===== src/common/scs_regs.svh =====
/*
 * Register offsets, field positions, reset values and nominal rates of the
 * system clock selector.
 * Assumes inclusion by bare name from the package; the design files see it through that.
 */
`ifndef SCS_REGS_SVH
`define SCS_REGS_SVH

// Register indices on the plain register port
`define SCS_OFS_CLOCK_DIVISOR   4'h0
`define SCS_OFS_PLL_FEEDBACK    4'h1
`define SCS_OFS_FRC_TUNE        4'h2
`define SCS_OFS_STATUS          4'h3

// Clock divisor register fields
`define SCS_FRC_DIV_MSB         10
`define SCS_FRC_DIV_LSB         8
`define SCS_POST_MSB            7
`define SCS_POST_LSB            6
`define SCS_PRE_MSB             4
`define SCS_PRE_LSB             0

// Feedback and tuning fields
`define SCS_FBD_MSB             8
`define SCS_FBD_LSB             0
`define SCS_TUNE_MSB            5
`define SCS_TUNE_LSB            0

// Status register fields
`define SCS_STAT_SEL_LSB        0
`define SCS_STAT_MODE_LSB       4
`define SCS_STAT_PLL_BIT        8

// Reset values
`define SCS_RST_FRC_DIV         3'h0
`define SCS_RST_POST            2'h0
`define SCS_RST_PRE             5'h00
`define SCS_RST_FBD             9'h030
`define SCS_RST_TUNE            6'h00

// Nominal rates in kHz and the system clock period in ps
`define SCS_FRC_NOMINAL_KHZ     7370
`define SCS_SLOW_INTERNAL_RC_NOMINAL_KHZ    32.768
`define SCS_CLK_PERIOD_PS       5000

`endif


===== src/common/scs_pkg.sv =====
/*
 * Types of the system clock selector.
 * Assumes scs_regs.svh is on the include path.
 */
package scs_pkg;
`include "scs_regs.svh"

    typedef enum logic [2:0] {
        SCS_SEL_FRC       = 3'h0,
        SCS_SEL_FRC_PLL   = 3'h1,
        SCS_SEL_PRIM      = 3'h2,
        SCS_SEL_PRIM_PLL  = 3'h3,
        SCS_SEL_SECONDARY_CRYSTAL_OSC      = 3'h4,
        SCS_SEL_SLOW_INTERNAL_RC      = 3'h5,
        SCS_SEL_FRC_DIV16 = 3'h6,
        SCS_SEL_FRC_DIVN  = 3'h7
    } scs_osc_sel_t;

    typedef enum logic [1:0] {
        SCS_PM_EXT_CLOCK  = 2'h0,
        SCS_PM_CRYSTAL    = 2'h1,
        SCS_PM_HS_CRYSTAL = 2'h2,
        SCS_PM_OFF        = 2'h3
    } scs_prim_mode_t;

    typedef struct packed {
        logic [3:0]  addr;
        logic [15:0] wdata;
        logic        wr;
        logic        rd;
    } scs_bus_req_t;

    typedef struct packed {
        logic           cfg_done;
        scs_osc_sel_t   cfg_sel;
        scs_prim_mode_t cfg_mode;
        logic           cfg_pin_fn;
        logic [2:0]     frc_div;
        logic [1:0]     post;
        logic [4:0]     pre;
        logic [8:0]     fbd;
        logic [5:0]     tune;
        logic [11:0]    acc;
        logic [7:0]     div_cnt;
        logic           fcy_phase;
        logic           fosc_tick;
        logic           fcy_tick;
        logic           wdt_tick;
        logic [15:0]    rdata;
    } scs_state_t;
endpackage


===== src/scs_clock_select.sv =====
/*
 * System clock selector: picks the oscillator from the nonvolatile fields at
 * power-on, runs an optional rate-model PLL and dividers, and halves the
 * result into instruction and peripheral clock enables.
 * Assumes oscillator edges arrive as one-cycle tick inputs, synchronous to
 * I_CLOCK and no more often than every other cycle after multiplication.
 */
module scs_clock_select
    import scs_pkg::*;
#(
    parameter int DATA_W = 16,
    parameter int ADDR_W = 4
) (
    input  wire logic        I_CLOCK,
    input  wire logic        I_RSTN,
    input  wire logic [3:0]  I_ADDR,
    input  wire logic [15:0] I_WDATA,
    input  wire logic        I_WR,
    input  wire logic        I_RD,
    output logic      [15:0] O_RDATA,
    input  wire logic [2:0]  I_CFG_OSC_SEL,
    input  wire logic [1:0]  I_CFG_PRIM_MODE,
    input  wire logic        I_CFG_PIN_FN,
    input  wire logic        I_FRC_TICK,
    input  wire logic        I_PRIM_TICK,
    input  wire logic        I_SECONDARY_CRYSTAL_OSC_TICK,
    input  wire logic        I_SLOW_INTERNAL_RC_TICK,
    output logic      [5:0]  O_FRC_TUNE,
    output logic      [1:0]  O_PRIM_MODE,
    output logic             O_OSC2_IS_IO,
    output logic             O_PLL_ACTIVE,
    output logic             O_FOSC_TICK,
    output logic             O_FCY_TICK,
    output logic             O_FP_TICK,
    output logic             O_WDT_REF_TICK
);

    initial begin
        if (DATA_W != 16 || ADDR_W != 4) begin
            $error("scs_clock_select serves only 16-bit data, 4-bit address");
        end
    end

    scs_state_t   q;
    scs_state_t   next_q;
    scs_bus_req_t bus;

    assign bus = '{addr: I_ADDR, wdata: I_WDATA, wr: I_WR, rd: I_RD};

    // N2 from the postscaler code; code 2 is taken as 4
    function automatic logic [3:0] post_div(input logic [1:0] code);
        unique case (code)
            2'h0:    post_div = 4'h2;
            2'h3:    post_div = 4'h8;
            default: post_div = 4'h4;
        endcase
    endfunction

    // Division threshold N1 * N2
    function automatic logic [11:0] pll_thr(input logic [4:0] pre,
                                            input logic [1:0] post);
        logic [5:0] n1;
        n1 = {1'b0, pre} + 6'h02;
        pll_thr = {6'h00, n1} * {8'h00, post_div(post)};
    endfunction

    // Divide count minus one after the source mux
    function automatic logic [7:0] div_m1(input scs_osc_sel_t sel,
                                          input logic [2:0] f);
        unique case (sel)
            SCS_SEL_FRC_DIV16: div_m1 = 8'h0F;
            SCS_SEL_FRC_DIVN:  div_m1 = 8'((9'h002 << f) - 9'h001);
            default:           div_m1 = 8'h00;
        endcase
    endfunction

    logic        pll_on;
    logic        src_tick;
    logic [11:0] thr;
    logic [11:0] mul;
    logic        emit;
    logic        pre_div_tick;

    always_comb begin
        next_q = q;
        next_q.fosc_tick = 1'b0;
        next_q.fcy_tick = 1'b0;
        next_q.wdt_tick = I_SLOW_INTERNAL_RC_TICK;
        next_q.rdata = 16'h0000;
        pll_on = 1'b0;
        src_tick = 1'b0;
        emit = 1'b0;
        pre_div_tick = 1'b0;
        thr = pll_thr(q.pre, q.post);
        mul = {3'h0, q.fbd} + 12'h002;

        // Catch the nonvolatile fields once after reset release
        if (!q.cfg_done) begin
            next_q.cfg_sel = scs_osc_sel_t'(I_CFG_OSC_SEL);
            next_q.cfg_mode = scs_prim_mode_t'(I_CFG_PRIM_MODE);
            next_q.cfg_pin_fn = I_CFG_PIN_FN;
            next_q.cfg_done = 1'b1;
        end

        if (bus.wr) begin
            unique case (bus.addr)
                `SCS_OFS_CLOCK_DIVISOR: begin
                    next_q.frc_div =
                        bus.wdata[`SCS_FRC_DIV_MSB:`SCS_FRC_DIV_LSB];
                    next_q.post = bus.wdata[`SCS_POST_MSB:`SCS_POST_LSB];
                    next_q.pre = bus.wdata[`SCS_PRE_MSB:`SCS_PRE_LSB];
                end
                `SCS_OFS_PLL_FEEDBACK: begin
                    next_q.fbd = bus.wdata[`SCS_FBD_MSB:`SCS_FBD_LSB];
                end
                `SCS_OFS_FRC_TUNE: begin
                    next_q.tune = bus.wdata[`SCS_TUNE_MSB:`SCS_TUNE_LSB];
                end
                default: begin
                end
            endcase
        end

        if (bus.rd) begin
            unique case (bus.addr)
                `SCS_OFS_CLOCK_DIVISOR: begin
                    next_q.rdata[`SCS_FRC_DIV_MSB:`SCS_FRC_DIV_LSB] = q.frc_div;
                    next_q.rdata[`SCS_POST_MSB:`SCS_POST_LSB] = q.post;
                    next_q.rdata[`SCS_PRE_MSB:`SCS_PRE_LSB] = q.pre;
                end
                `SCS_OFS_PLL_FEEDBACK: begin
                    next_q.rdata[`SCS_FBD_MSB:`SCS_FBD_LSB] = q.fbd;
                end
                `SCS_OFS_FRC_TUNE: begin
                    next_q.rdata[`SCS_TUNE_MSB:`SCS_TUNE_LSB] = q.tune;
                end
                `SCS_OFS_STATUS: begin
                    next_q.rdata[`SCS_STAT_SEL_LSB +: 3] = q.cfg_sel;
                    next_q.rdata[`SCS_STAT_MODE_LSB +: 2] = q.cfg_mode;
                    next_q.rdata[`SCS_STAT_PLL_BIT] = O_PLL_ACTIVE;
                end
                default: begin
                end
            endcase
        end

        // Source mux; only fast RC and primary reach the PLL
        if (q.cfg_done) begin
            unique case (q.cfg_sel)
                SCS_SEL_FRC, SCS_SEL_FRC_DIV16, SCS_SEL_FRC_DIVN:
                    src_tick = I_FRC_TICK;
                SCS_SEL_FRC_PLL: begin
                    src_tick = I_FRC_TICK;
                    pll_on = 1'b1;
                end
                SCS_SEL_PRIM:
                    src_tick = I_PRIM_TICK;
                SCS_SEL_PRIM_PLL: begin
                    src_tick = I_PRIM_TICK;
                    pll_on = 1'b1;
                end
                SCS_SEL_SECONDARY_CRYSTAL_OSC:
                    src_tick = I_SECONDARY_CRYSTAL_OSC_TICK;
                SCS_SEL_SLOW_INTERNAL_RC:
                    src_tick = I_SLOW_INTERNAL_RC_TICK;
            endcase
        end

        // Rate model of the PLL: out rate = in * M / (N1 * N2)
        if (pll_on) begin
            emit = q.acc >= thr;
            next_q.acc = q.acc + (src_tick ? mul : 12'h000)
                         - (emit ? thr : 12'h000);
            pre_div_tick = emit;
        end else begin
            next_q.acc = 12'h000;
            pre_div_tick = src_tick;
        end

        // Fast RC postscaler and divide-by-16
        if (pre_div_tick) begin
            if (q.div_cnt >= div_m1(q.cfg_sel, q.frc_div)) begin
                next_q.div_cnt = 8'h00;
                next_q.fosc_tick = 1'b1;
            end else begin
                next_q.div_cnt = q.div_cnt + 8'h01;
            end
        end

        // Instruction clock is every second system tick
        if (q.fosc_tick) begin
            next_q.fcy_phase = ~q.fcy_phase;
            next_q.fcy_tick = q.fcy_phase;
        end
    end

    always_ff @(posedge I_CLOCK or negedge I_RSTN) begin
        if (!I_RSTN) begin
            q <= '{cfg_done: 1'b0, cfg_sel: SCS_SEL_FRC_DIVN,
                   cfg_mode: SCS_PM_OFF, cfg_pin_fn: 1'b0,
                   frc_div: `SCS_RST_FRC_DIV, post: `SCS_RST_POST,
                   pre: `SCS_RST_PRE, fbd: `SCS_RST_FBD,
                   tune: `SCS_RST_TUNE, acc: 12'h000, div_cnt: 8'h00,
                   fcy_phase: 1'b0, fosc_tick: 1'b0, fcy_tick: 1'b0,
                   wdt_tick: 1'b0, rdata: 16'h0000};
        end else begin
            q <= next_q;
        end
    end

    logic prim_sel;
    assign prim_sel = q.cfg_sel == SCS_SEL_PRIM
                   || q.cfg_sel == SCS_SEL_PRIM_PLL;

    assign O_RDATA = q.rdata;
    assign O_FRC_TUNE = q.tune;
    assign O_PRIM_MODE = prim_sel ? q.cfg_mode : SCS_PM_OFF;
    // Pin free for I/O when the pin field asks for it, unless primary is selected in any mode other than external clock
    assign O_OSC2_IS_IO = q.cfg_pin_fn && !(prim_sel
                          && q.cfg_mode != SCS_PM_EXT_CLOCK);
    assign O_PLL_ACTIVE = q.cfg_done && (q.cfg_sel == SCS_SEL_FRC_PLL
                          || q.cfg_sel == SCS_SEL_PRIM_PLL);
    assign O_FOSC_TICK = q.fosc_tick;
    assign O_FCY_TICK = q.fcy_tick;
    assign O_FP_TICK = q.fcy_tick;
    assign O_WDT_REF_TICK = q.wdt_tick;
endmodule


===== config.mk =====
export PLATFORM = sky130hd
export DESIGN_NAME = scs_clock_select
export DESIGN_NICKNAME = d
export VERILOG_FILES = /design/src/common/scs_pkg.sv /design/src/scs_clock_select.sv
export VERILOG_INCLUDE_DIRS = /design/src /design/src/common
export SDC_FILE = /design/constraint.sdc
export NUM_CORES = 1
export LEC_CHECK = 0
export ABC_AREA = 1
export BUFFER_PORTS_ARGS = -buffer_cell sky130_fd_sc_hd__buf_2
export CORE_MARGIN = 2
export CORE_UTILIZATION = 40
export CTS_BUF_LIST = sky130_fd_sc_hd__clkbuf_8
export DETAILED_ROUTE_END_ITERATION = 10
export SYNTH_ARGS = -nofsm -noshare
export SYNTH_HDL_FRONTEND = slang
export SYNTH_SLANG_ARGS = --single-unit

===== constraint.sdc =====
create_clock -name I_CLOCK -period 6.23 [get_ports I_CLOCK]
set_input_delay 1.246 -clock I_CLOCK [delete_from_list [all_inputs] [get_ports I_CLOCK]]
set_output_delay 1.246 -clock I_CLOCK [all_outputs]
set_load 0.02 [all_outputs]

==> impl_metrics.json, run 1 <==
{
  "grt_pass1_wl_mm": 19.6,
  "r2r_slack_ps": 370,
  "cts_buffer_depth": 2,
  "setup.worst_path.end": "q[36]",
  "crit_fanout": 9,
  "cts_sinks": 67,
  "yosys-top-cells-area": "dfrtp_1 29%, ha_1 12%, nand2_1 9.5%",
  "route.vias.total": 4270,
  "final-setup-viol-count": 0,
  "grt_remaining_overflow": 0,
  "yosysWarnings": 0,
  "antenna_left": 0,
  "wl_met1_mm": 5.49,
  "cp-startpoint": "q[56]",
  "rr_startpoint": "q[56]",
  "grt_max_degree": 68,
  "chipHeight_um": 117,
  "drt_iter0_drc": 308,
  "routed_wl_mm": 11.6,
  "startpoint_type": "flop",
  "vdd_drop_max_mv": 0.244,
  "clk_pin_slew_ps": 80,
  "portBuffers": 53,
  "syn_avg_cell_area_um2": 7.61,
  "cts_tree": "yes",
  "setup_slack_ps": 368,
  "wl_per_cell_um": 13.0,
  "cts_hold_buf": 0,
  "rsz0062_at_grt": "false",
  "endpoint_kind": "flop",
  "p_leak_nw": 3.06,
  "required_ps": 6470,
  "ys_seq_area_frac": 0.329,
  "fin_nets": 814,
  "numCtsBuffers": 9,
  "post-place-ws_ps": 406,
  "netlist_instances": 673,
  "synth_area_um2": 5120,
  "drive_gt1_frac": 0.138,
  "finalNonFillerCells": 892,
  "min_path_type": "reg2reg",
  "min_period_ps": 5860,
  "start_util": 0.407,
  "insertedDiodeCount": 0,
  "worstRegToRegCells": 26,
  "final_cell_mix": "130 x nand2_1, 113 x inv_1, 78 x nor2_1, 60 x dfrtp_1, 53 x buf_2",
  "clock_skew_ps": 8.73,
  "grt.total_usage": 0.184,
  "min_from": "q[19]",
  "slew_viol_final": 0,
  "io_pins": 64,
  "area_growth_syn_to_layout_pct": 11.2,
  "first_pass_iters": 4,
  "via_per_inst": 4.79,
  "maxCapViolCount": 0,
  "dp_cells": 875,
  "fin_setup_tns_ps": 0,
  "fmax_mhz": 171,
  "max_slew_margin": 0.414,
  "core_area_um2": 12600,
  "min_delay_path_depth": 2,
  "clk-insertion-delay-late_ps": 360,
  "finalHoldViolations": 0,
  "power_density_nw_per_um2": 448,
  "worst_ep_arrival_time_ps": 6110,
  "worstSetupPathType": "reg2reg",
  "die_w_um": 117,
  "dr_wl_met3_um": 414,
  "antenna_found_initial": 0,
  "synth_largest_area_cell": "dfrtp_1",
  "grt_pass1_vias": 4120,
  "period_share": 0.941,
  "post-dp-hpwl_mm": 9.16,
  "drc": 0,
  "ys_types": 41,
  "outcome": "finished clean",
  "layout_commonest_cell": "nand2_1",
  "routabilityCongestion": 0.881,
  "htree_levels": 3,
  "synth_top_area_frac": 0.293,
  "ys_ff_latch": 67,
  "dieArea_um2": 13700,
  "r2r_end": "q[36]",
  "dr.max_layer_used": "met4",
  "wl_met2_mm": 5.39,
  "clock_tree.root_cell": "clkbuf_8",
  "tightest_slew_ps": 879,
  "num_rows": 41
}
[what timing repair did]
action	in CTS	in global routing
setup endpoints to repair	0	2
setup buffers	0	1
gates resized for setup	0	3
[how the worst min path moves through the flow]
stage / to / slack, ps
after floorplan: O_FCY_TICK / 450
after global placement: O_FCY_TICK / 460
after detailed placement: q[46] / 480
after CTS: O_FCY_TICK / 500
after global routing: O_FCY_TICK / 520
final: O_FCY_TICK / 500
[where the power goes]
part           internal (mW)  switching (mW)  total (mW)
combinational          0.542           0.975        1.52
clock                  0.277           0.178       0.455
sequential             0.513          0.0653       0.578
total                   1.33            1.22        2.55
[Yosys cell counts (all sizes together)]
| cell | count |
|---|---|
| nand4 | 10 |
| and2 | 1 |
| o22ai | 2 |
| o221ai | 1 |
| ha | 51 |
| buf | 27 |
| xor2 | 8 |
| dfstp | 7 |
| o211ai | 2 |
| a21o | 5 |
| conb | 2 |
| inv | 119 |
| a21boi | 2 |
| o31ai | 2 |
| nand2 | 134 |
| a21oi | 24 |
| a31oi | 2 |
| nor2 | 82 |
| clkbuf | 2 |
| nor4 | 1 |
| xnor2 | 5 |
| o21bai | 1 |
| o32ai | 2 |
| fa | 14 |
| nand3 | 43 |
| dfrtp | 60 |
| a211oi | 4 |
| nor3 | 10 |
| o21ai | 50 |
[worst max-delay path: stages (launching register included)]
cell     delay [ps]
dfrtp_1         450
ha_1            260
xnor2_1         250
nor2_1          100
fa_1            440
ha_1            290
ha_1            200
inv_1            70
fa_1            390
o21ai_0         230
xnor2_1         200
ha_1            290
nand2_1         120
nor2_2           60
and2_1          150
nand2_1          70
nand4_1         140
inv_2           210
nor2_1           80
fa_1            510
inv_1            40
ha_1            360
inv_1           110
o31ai_2         340
nand2_1         150
a21oi_1         150
nor2_1           70
[metal layers]
layer	track usage	vias up
met4	0.0745	0
met2	0.304	83
met1	0.244	1962
li1	-	2205
met3	0.0278	20
met5	0	-
[registers in the layout, summed over array words and instances (netlist names)]
signal          flops
O_FCY_TICK          1
O_WDT_REF_TICK      1
O_FOSC_TICK         1
q                  47
O_FRC_TUNE          6
O_RDATA            11
[area by class of cell]
type	instances	area [um^2]
clock buffer	10	138
tap	172	215
clock inverter	6	113
fill	1241	6880
sequential	67	1690
timing repair buffer	56	288
multi-input combinational	462	2810
inverter	119	449
[stage by stage]
step / cell area [um^2] / util / hold slack [ps] / total power, mW
4_1_cts: 5680 / 0.452 / 502 / 2.52
5_1_grt: 5690 / 0.453 / 517 / 2.83
6_report: 5690 / 0.453 / 499 / 2.55
3_5_place_dp: 5430 / 0.432 / 483 / 2.05
2_1_floorplan: 5130 / - / 453 / 1.73
3_3_place_gp: 5430 / 0.432 / 461 / 2.02
[logic make-up (layout without fill, tap and decap cells)]
group,count (synthesis),in the layout,share of synthesized area
buffers and inverters,148,191,0.127
adders and majority gates,65,65,0.179
AOI/OAI and AO/OA,97,97,0.108
other,2,6,0.00147
xor gates and xnor gates,13,13,0.0222
DFF,67,67,0.329
and+or+nand+nor,281,281,0.232
Power figures use the tool's default switching activity.
==> run 2, diff against run 1 <==
--- a/config.mk
+++ b/config.mk
@@ -12,6 +12,7 @@
 export CORE_UTILIZATION = 40
 export CTS_BUF_LIST = sky130_fd_sc_hd__clkbuf_8
 export DETAILED_ROUTE_END_ITERATION = 10
+export REMOVE_ABC_BUFFERS = 1
 export SYNTH_ARGS = -nofsm -noshare
 export SYNTH_HDL_FRONTEND = slang
 export SYNTH_SLANG_ARGS = --single-unit
==> run 2 against run 1 <==
Via count increased by 0.70%. Critical path type unchanged. First-iteration DRC count shrank 20%. Count of clock-buffer cells in the layout unchanged. Wire length up 1.5%. Maximum frequency increased by 1.5%. Sequential share of layout area is 0.46 points higher. Critical endpoint is now q[34]. Clock power fell by 27%. Combinational power shrank 3%. Worst setup slack gained 84 ps. Sequential power hardly changed. Largest cell class unchanged. Clock skew decreased by 1.2 ps. Design area is 1.5% lower.
==> impl_metrics.json, run 2 (synthesis results as in run 1) <==
{
  "worstRegToRegCells": 27,
  "post-dp-hpwl_mm": 9.17,
  "tightest_slew_ps": 902,
  "finalHoldViolations": 0,
  "grt_remaining_overflow": 0,
  "crit_family": "adder cells",
  "endpoint_kind": "flop",
  "whs_endpoint": "q[46]",
  "seq_power_share": 0.243,
  "power_density_nw_per_um2": 425,
  "final_cell_mix": "130 x nand2_1, 115 x inv_1, 78 x nor2_1, 60 x dfrtp_1, 53 x buf_2",
  "postCtsSetupBuffers": 0,
  "routed_wl_mm": 11.8,
  "insertedDiodeCount": 0,
  "slowest_stage": "fa_1",
  "num_rows": 41,
  "min_from": "q[46]",
  "core_area_um2": 12600,
  "area_growth_syn_to_layout_pct": 9.53,
  "cts_tree": "yes",
  "die_w_um": 117,
  "wl_per_cell_um": 13.2,
  "period_share": 0.927,
  "fmax_mhz": 173,
  "required_ps": 6520,
  "via_per_inst": 4.83,
  "crit_fanout": 9,
  "r2r_slack_ps": 450,
  "rsz0062_at_grt": "false",
  "fin_setup_tns_ps": 0,
  "crit_top_cell": "ha_1",
  "worst_ep_arrival_time_ps": 6060,
  "clk_pin_slew_ps": 80,
  "grt.total_usage": 0.188,
  "comb_power_share": 0.618,
  "min_delay_path_depth": 2,
  "antenna_found_initial": 0,
  "top_register": "q",
  "slew_viol_final": 0,
  "cts_hold_buf": 0,
  "clk-insertion-delay-late_ps": 360,
  "startpoint_type": "flop",
  "total_power_mw": 2.38,
  "fin_nets": 813,
  "layout_commonest_cell": "nand2_1",
  "cts_sinks": 67,
  "drc": 0,
  "io_pins": 64,
  "hold_ws_ps": 502,
  "route.vias.total": 4300,
  "largest_reg_flops": 47,
  "htree_levels": 3,
  "grt_max_degree": 68,
  "first_pass_iters": 4,
  "cts_buffer_depth": 2,
  "numCtsBuffers": 9,
  "cp-startpoint": "q[56]",
  "worstSetupPathType": "reg2reg",
  "outcome": "finished clean",
  "sw_frac_of_total": 0.502,
  "clock_tree.root_cell": "clkbuf_8",
  "drive_gt1_frac": 0.132,
  "final-setup-viol-count": 0,
  "grt_pass1_vias": 4129,
  "p_leak_nw": 3.03,
  "portBuffers": 53,
  "critPathMaxStageDelay_ps": 510,
  "min_path_type": "reg2reg",
  "min_period_ps": 5780,
  "dieArea_um2": 13700,
  "post-route-util": 0.446,
  "antenna_left": 0,
  "p_switching_mw": 1.20,
  "rr_startpoint": "q[56]",
  "routabilityCongestion": 0.885,
  "start_util": 0.407,
  "intPower_mw": 1.18,
  "vdd_drop_max_mv": 0.208,
  "maxCapViolCount": 0,
  "clock_skew_ps": 7.48,
  "cp_num_buf_inv": 3,
  "max_slew_margin": 0.399,
  "r2r_end": "q[34]",
  "drt_iter0_drc": 245,
  "pwr-share-clk": 0.139,
  "grt_pass1_wl_mm": 20.0,
  "chipHeight_um": 117
}
==> run 2: changes by cell type in the layout (fill, tap and decap cells not counted) <==
cell and delta:
buf_4 -1, a21oi_2 -1, a21oi_1 +1, inv_1 +2, clkinv_2 +1, bufinv_16 -3
nor3_2 -1, nor3_1 +1, xnor2_1 -1, xnor2_2 +1
==> run 2: worst max path at each step <==
stage / slack [ps] / cells past startpoint / to
final: 450 / 27 / q[34]
after global routing: 20 / 27 / q[38]
after CTS: 430 / 26 / q[33]
after detailed placement: 460 / 26 / q[33]
after global placement: 490 / 26 / q[33]
after floorplan: 1080 / 26 / q[33]
==> run 2: final cells by class <==
class,instances,area (um^2)
fillers,1281,6960
multi-input cells,462,2800
flip-flops and latches,67,1690
inverters,119,449
repair buffers,55,280
well taps,172,215
clock buffers,10,138
clock inverters,6,35.0
==> run 2: metal layers <==
layer	track usage	part of all wire	wire [um]	vias up
met5	0	0	0	-
li1	-	-	-	2207
met3	0.0391	0.045	526	23
met2	0.306	0.46	5400	98
met1	0.257	0.48	5660	1972
met4	0.0463	0.014	164	0
==> run 2: tightest hold or removal path: cells and delay by family (launching register included) <==
kind	cells	cell delay, ps
AND/OR/NAND/NOR	1	50
AO/OA/AOI/OAI	1	60
flip-flops	1	360
==> run 2: power by group through the flow <==
| stage | Clock (mW) | Sequential, mW | Combinational, mW |
|---|---|---|---|
| 6_report | 0.330 | 0.579 | 1.47 |
| 3_3_place_gp | 0 | 0.584 | 1.44 |
| 4_1_cts | 0.341 | 0.580 | 1.46 |
| 2_1_floorplan | 0 | 0.589 | 1.12 |
| 5_1_grt | 0.359 | 0.591 | 1.72 |
| 3_5_place_dp | 0 | 0.588 | 1.45 |
==> run 2: repair_timing <==
| item | CTS | global route |
|---|---|---|
| setup endpoints to repair | 0 | 1 |
| resized for setup | 0 | 2 |
| endpoints found under the hold margin | 0 | 0 |
==> run 2: through the flow <==
step	std cells	area (um^2)	setup slack, ps
2_1_floorplan	648	4930	1080
6_report	891	5610	452
3_5_place_dp	875	5430	461
3_3_place_gp	875	5430	494
5_1_grt	891	5610	18.9
4_1_cts	891	5600	430
==> run 3, diff against run 2 <==
--- a/config.mk
+++ b/config.mk
@@ -6,7 +6,6 @@
 export SDC_FILE = /design/constraint.sdc
 export NUM_CORES = 1
 export LEC_CHECK = 0
-export ABC_AREA = 1
 export BUFFER_PORTS_ARGS = -buffer_cell sky130_fd_sc_hd__buf_2
 export CORE_MARGIN = 2
 export CORE_UTILIZATION = 40
==> constraint.sdc (replaced) <==
create_clock -name I_CLOCK -period 7.05 [get_ports I_CLOCK]
set_input_delay 1.41 -clock I_CLOCK [delete_from_list [all_inputs] [get_ports I_CLOCK]]
set_output_delay 1.41 -clock I_CLOCK [all_outputs]
set_load 0.02 [all_outputs]
==> run 3 against run 2 <==
Combinational power decreased by 6%. Non-clock buffer count increased by 1. Via count decreased by 15%. Core utilization increased by 0.72 points. Highest routed layer unchanged.
==> impl_metrics.json, run 3 <==
{
  "ys_types": 58,
  "yosys-top-cells-area": "dfrtp_1 30%, ha_1 13%, mux2_2 6.0%",
  "post-route-util": 0.453,
  "worst_ep_arrival_time_ps": 6820,
  "startpoint_type": "flop",
  "numCtsBuffers": 9,
  "ys_top_cells_by_count": "60 x dfrtp_1, 53 x inv_1, 51 x ha_1, 34 x nor2_1, 31 x nand2_1",
  "antenna_left": 0,
  "clock_tree.root_cell": "clkbuf_8",
  "hold_ws_ps": 459,
  "drc": 0,
  "setup_slack_ps": 514,
  "p_leak_nw": 2.78,
  "post-dp-hpwl_mm": 8.33,
  "cp-startpoint": "q[56]",
  "portBuffers": 53,
  "cts_hold_buf": 0,
  "insertedDiodeCount": 0,
  "fin_area_um2": 5510,
  "synth_top_area_frac": 0.298,
  "whs_endpoint": "q[19]",
  "grt.total_usage": 0.175,
  "synth_flop_cell": "dfrtp_1",
  "synth_area_um2": 5030,
  "grt_pass1_wl_mm": 18.3,
  "period_share": 0.927,
  "fmax_mhz": 153,
  "first_pass_iters": 4,
  "async_flop_share": 1.00,
  "critPathMaxStageDelay_ps": 510,
  "min_path_type": "reg2reg",
  "ys_ff_latch": 67,
  "start_util": 0.414,
  "clk_pin_slew_ps": 80,
  "drive_gt1_frac": 0.228,
  "fin_nets": 643,
  "cts_sinks": 67,
  "ys_seq_area_frac": 0.335,
  "clk-insertion-delay-late_ps": 360,
  "placedInstanceArea_um2": 5290,
  "synth_edf_count": 0,
  "slowest_stage": "fa_1",
  "fillers": 1180,
  "grt_pass1_vias": 3715,
  "slew_viol_final": 0,
  "yosysMostFrequentCell": "dfrtp_1",
  "cts_buffer_depth": 2,
  "min_from": "q[19]",
  "core_area_um2": 12200,
  "largest_reg_flops": 47,
  "vdd_drop_max_mv": 0.157,
  "min_delay_path_depth": 1,
  "dp_cells": 701,
  "final-setup-viol-count": 0,
  "die_w_um": 116,
  "layout_commonest_cell": "dfrtp_1",
  "fin_setup_tns_ps": 0,
  "max_slew_margin": 0.384,
  "area_growth_syn_to_layout_pct": 9.55,
  "rsz0062_at_grt": "false",
  "total_power_mw": 2.28,
  "routed_wl_mm": 10.8,
  "crit_top_cell": "ha_1",
  "worstSetupPathType": "reg2reg",
  "wl_per_cell_um": 15.1,
  "r2r_slack_ps": 510,
  "drt_iter0_drc": 142,
  "tightest_slew_ps": 919,
  "cts_resized": 0,
  "route.vias.total": 3669,
  "synth_largest_area_cell": "dfrtp_1",
  "endpoint_kind": "flop",
  "finalNonFillerCells": 717,
  "worstRegToRegCells": 25,
  "power_density_nw_per_um2": 414,
  "crit_fanout": 9,
  "antenna_found_initial": 0,
  "finalHoldViolations": 0,
  "outcome": "finished clean",
  "top_register": "q",
  "required_ps": 7330,
  "final_cell_mix": "60 x dfrtp_1, 53 x inv_1, 53 x buf_2, 51 x ha_1, 34 x nor2_1",
  "netlist_instances": 510,
  "post-place-ws_ps": 436,
  "r2r_end": "q[38]",
  "routabilityCongestion": 0.820,
  "chipHeight_um": 116,
  "rr_startpoint": "q[56]",
  "cts_tree": "yes",
  "htree_levels": 3,
  "postCtsSetupBuffers": 0,
  "dieArea_um2": 13500,
  "maxCapViolCount": 0,
  "grt_remaining_overflow": 0,
  "io_pins": 64,
  "clock_skew_ps": 10.6,
  "via_per_inst": 5.12,
  "yosysWarnings": 0,
  "num_rows": 40,
  "min_period_ps": 6540,
  "syn_avg_cell_area_um2": 9.87,
  "grt_max_degree": 68
}
[run 3: kinds of logic (layout without fill, tap and decap cells)]
logic type | Yosys count | after routing | share of synthesized area
simple gates | 155 | 155 | 0.160
buf+inv | 91 | 126 | 0.0910
compound gates | 73 | 73 | 0.103
flops | 67 | 67 | 0.335
fa+ha+maj | 65 | 65 | 0.182
mux | 40 | 40 | 0.0972
xor+xnor | 17 | 17 | 0.0296
other cells | 2 | 6 | 0.00149
[run 3: metal layers]
metal	GRT usage	share of wire	up-vias
met5	0	0	-
met4	0.0476	0.011	0
met3	0.0311	0.031	8
met2	0.290	0.49	62
met1	0.236	0.47	1796
li1	-	-	1803
[run 3: area by class of cell]
type	instances	area, um^2	area share
tap	168	210	0.0381
clock inverter	4	56.3	0.0102
clock buffer	12	165	0.0300
sequential	67	1690	0.306
inverter	54	203	0.0368
multi-input combinational	356	2910	0.527
timing repair buffer	56	288	0.0522
[run 3: how the worst max path moves through the flow]
stage / endpoint / slack, ps / cells past startpoint
detailed placement: q[39] / 440 / 24
finish: q[38] / 510 / 25
floorplan: q[39] / 1090 / 24
CTS: q[38] / 380 / 25
global placement: q[38] / 500 / 25
global route: q[37] / 100 / 25
[run 3: critical path, delay by kind of cell, from the launching register on]
family	cells	cell delay, ps
adder cells (fa/ha/maj)	7	2500
AO/OA/AOI/OAI	10	2010
AND/OR/NAND/NOR	4	760
flip-flops	1	470
XOR/XNOR	2	460
multiplexers	1	220
buffers and inverters	1	40
[run 3: report_power, final]
group / internal, mW / leakage [nW] / switching, mW
Clock: 0.195 / 0.113 / 0.159
Sequential: 0.465 / 0.853 / 0.0797
Combinational: 0.595 / 1.81 / 0.788
Total: 1.25 / 2.78 / 1.03
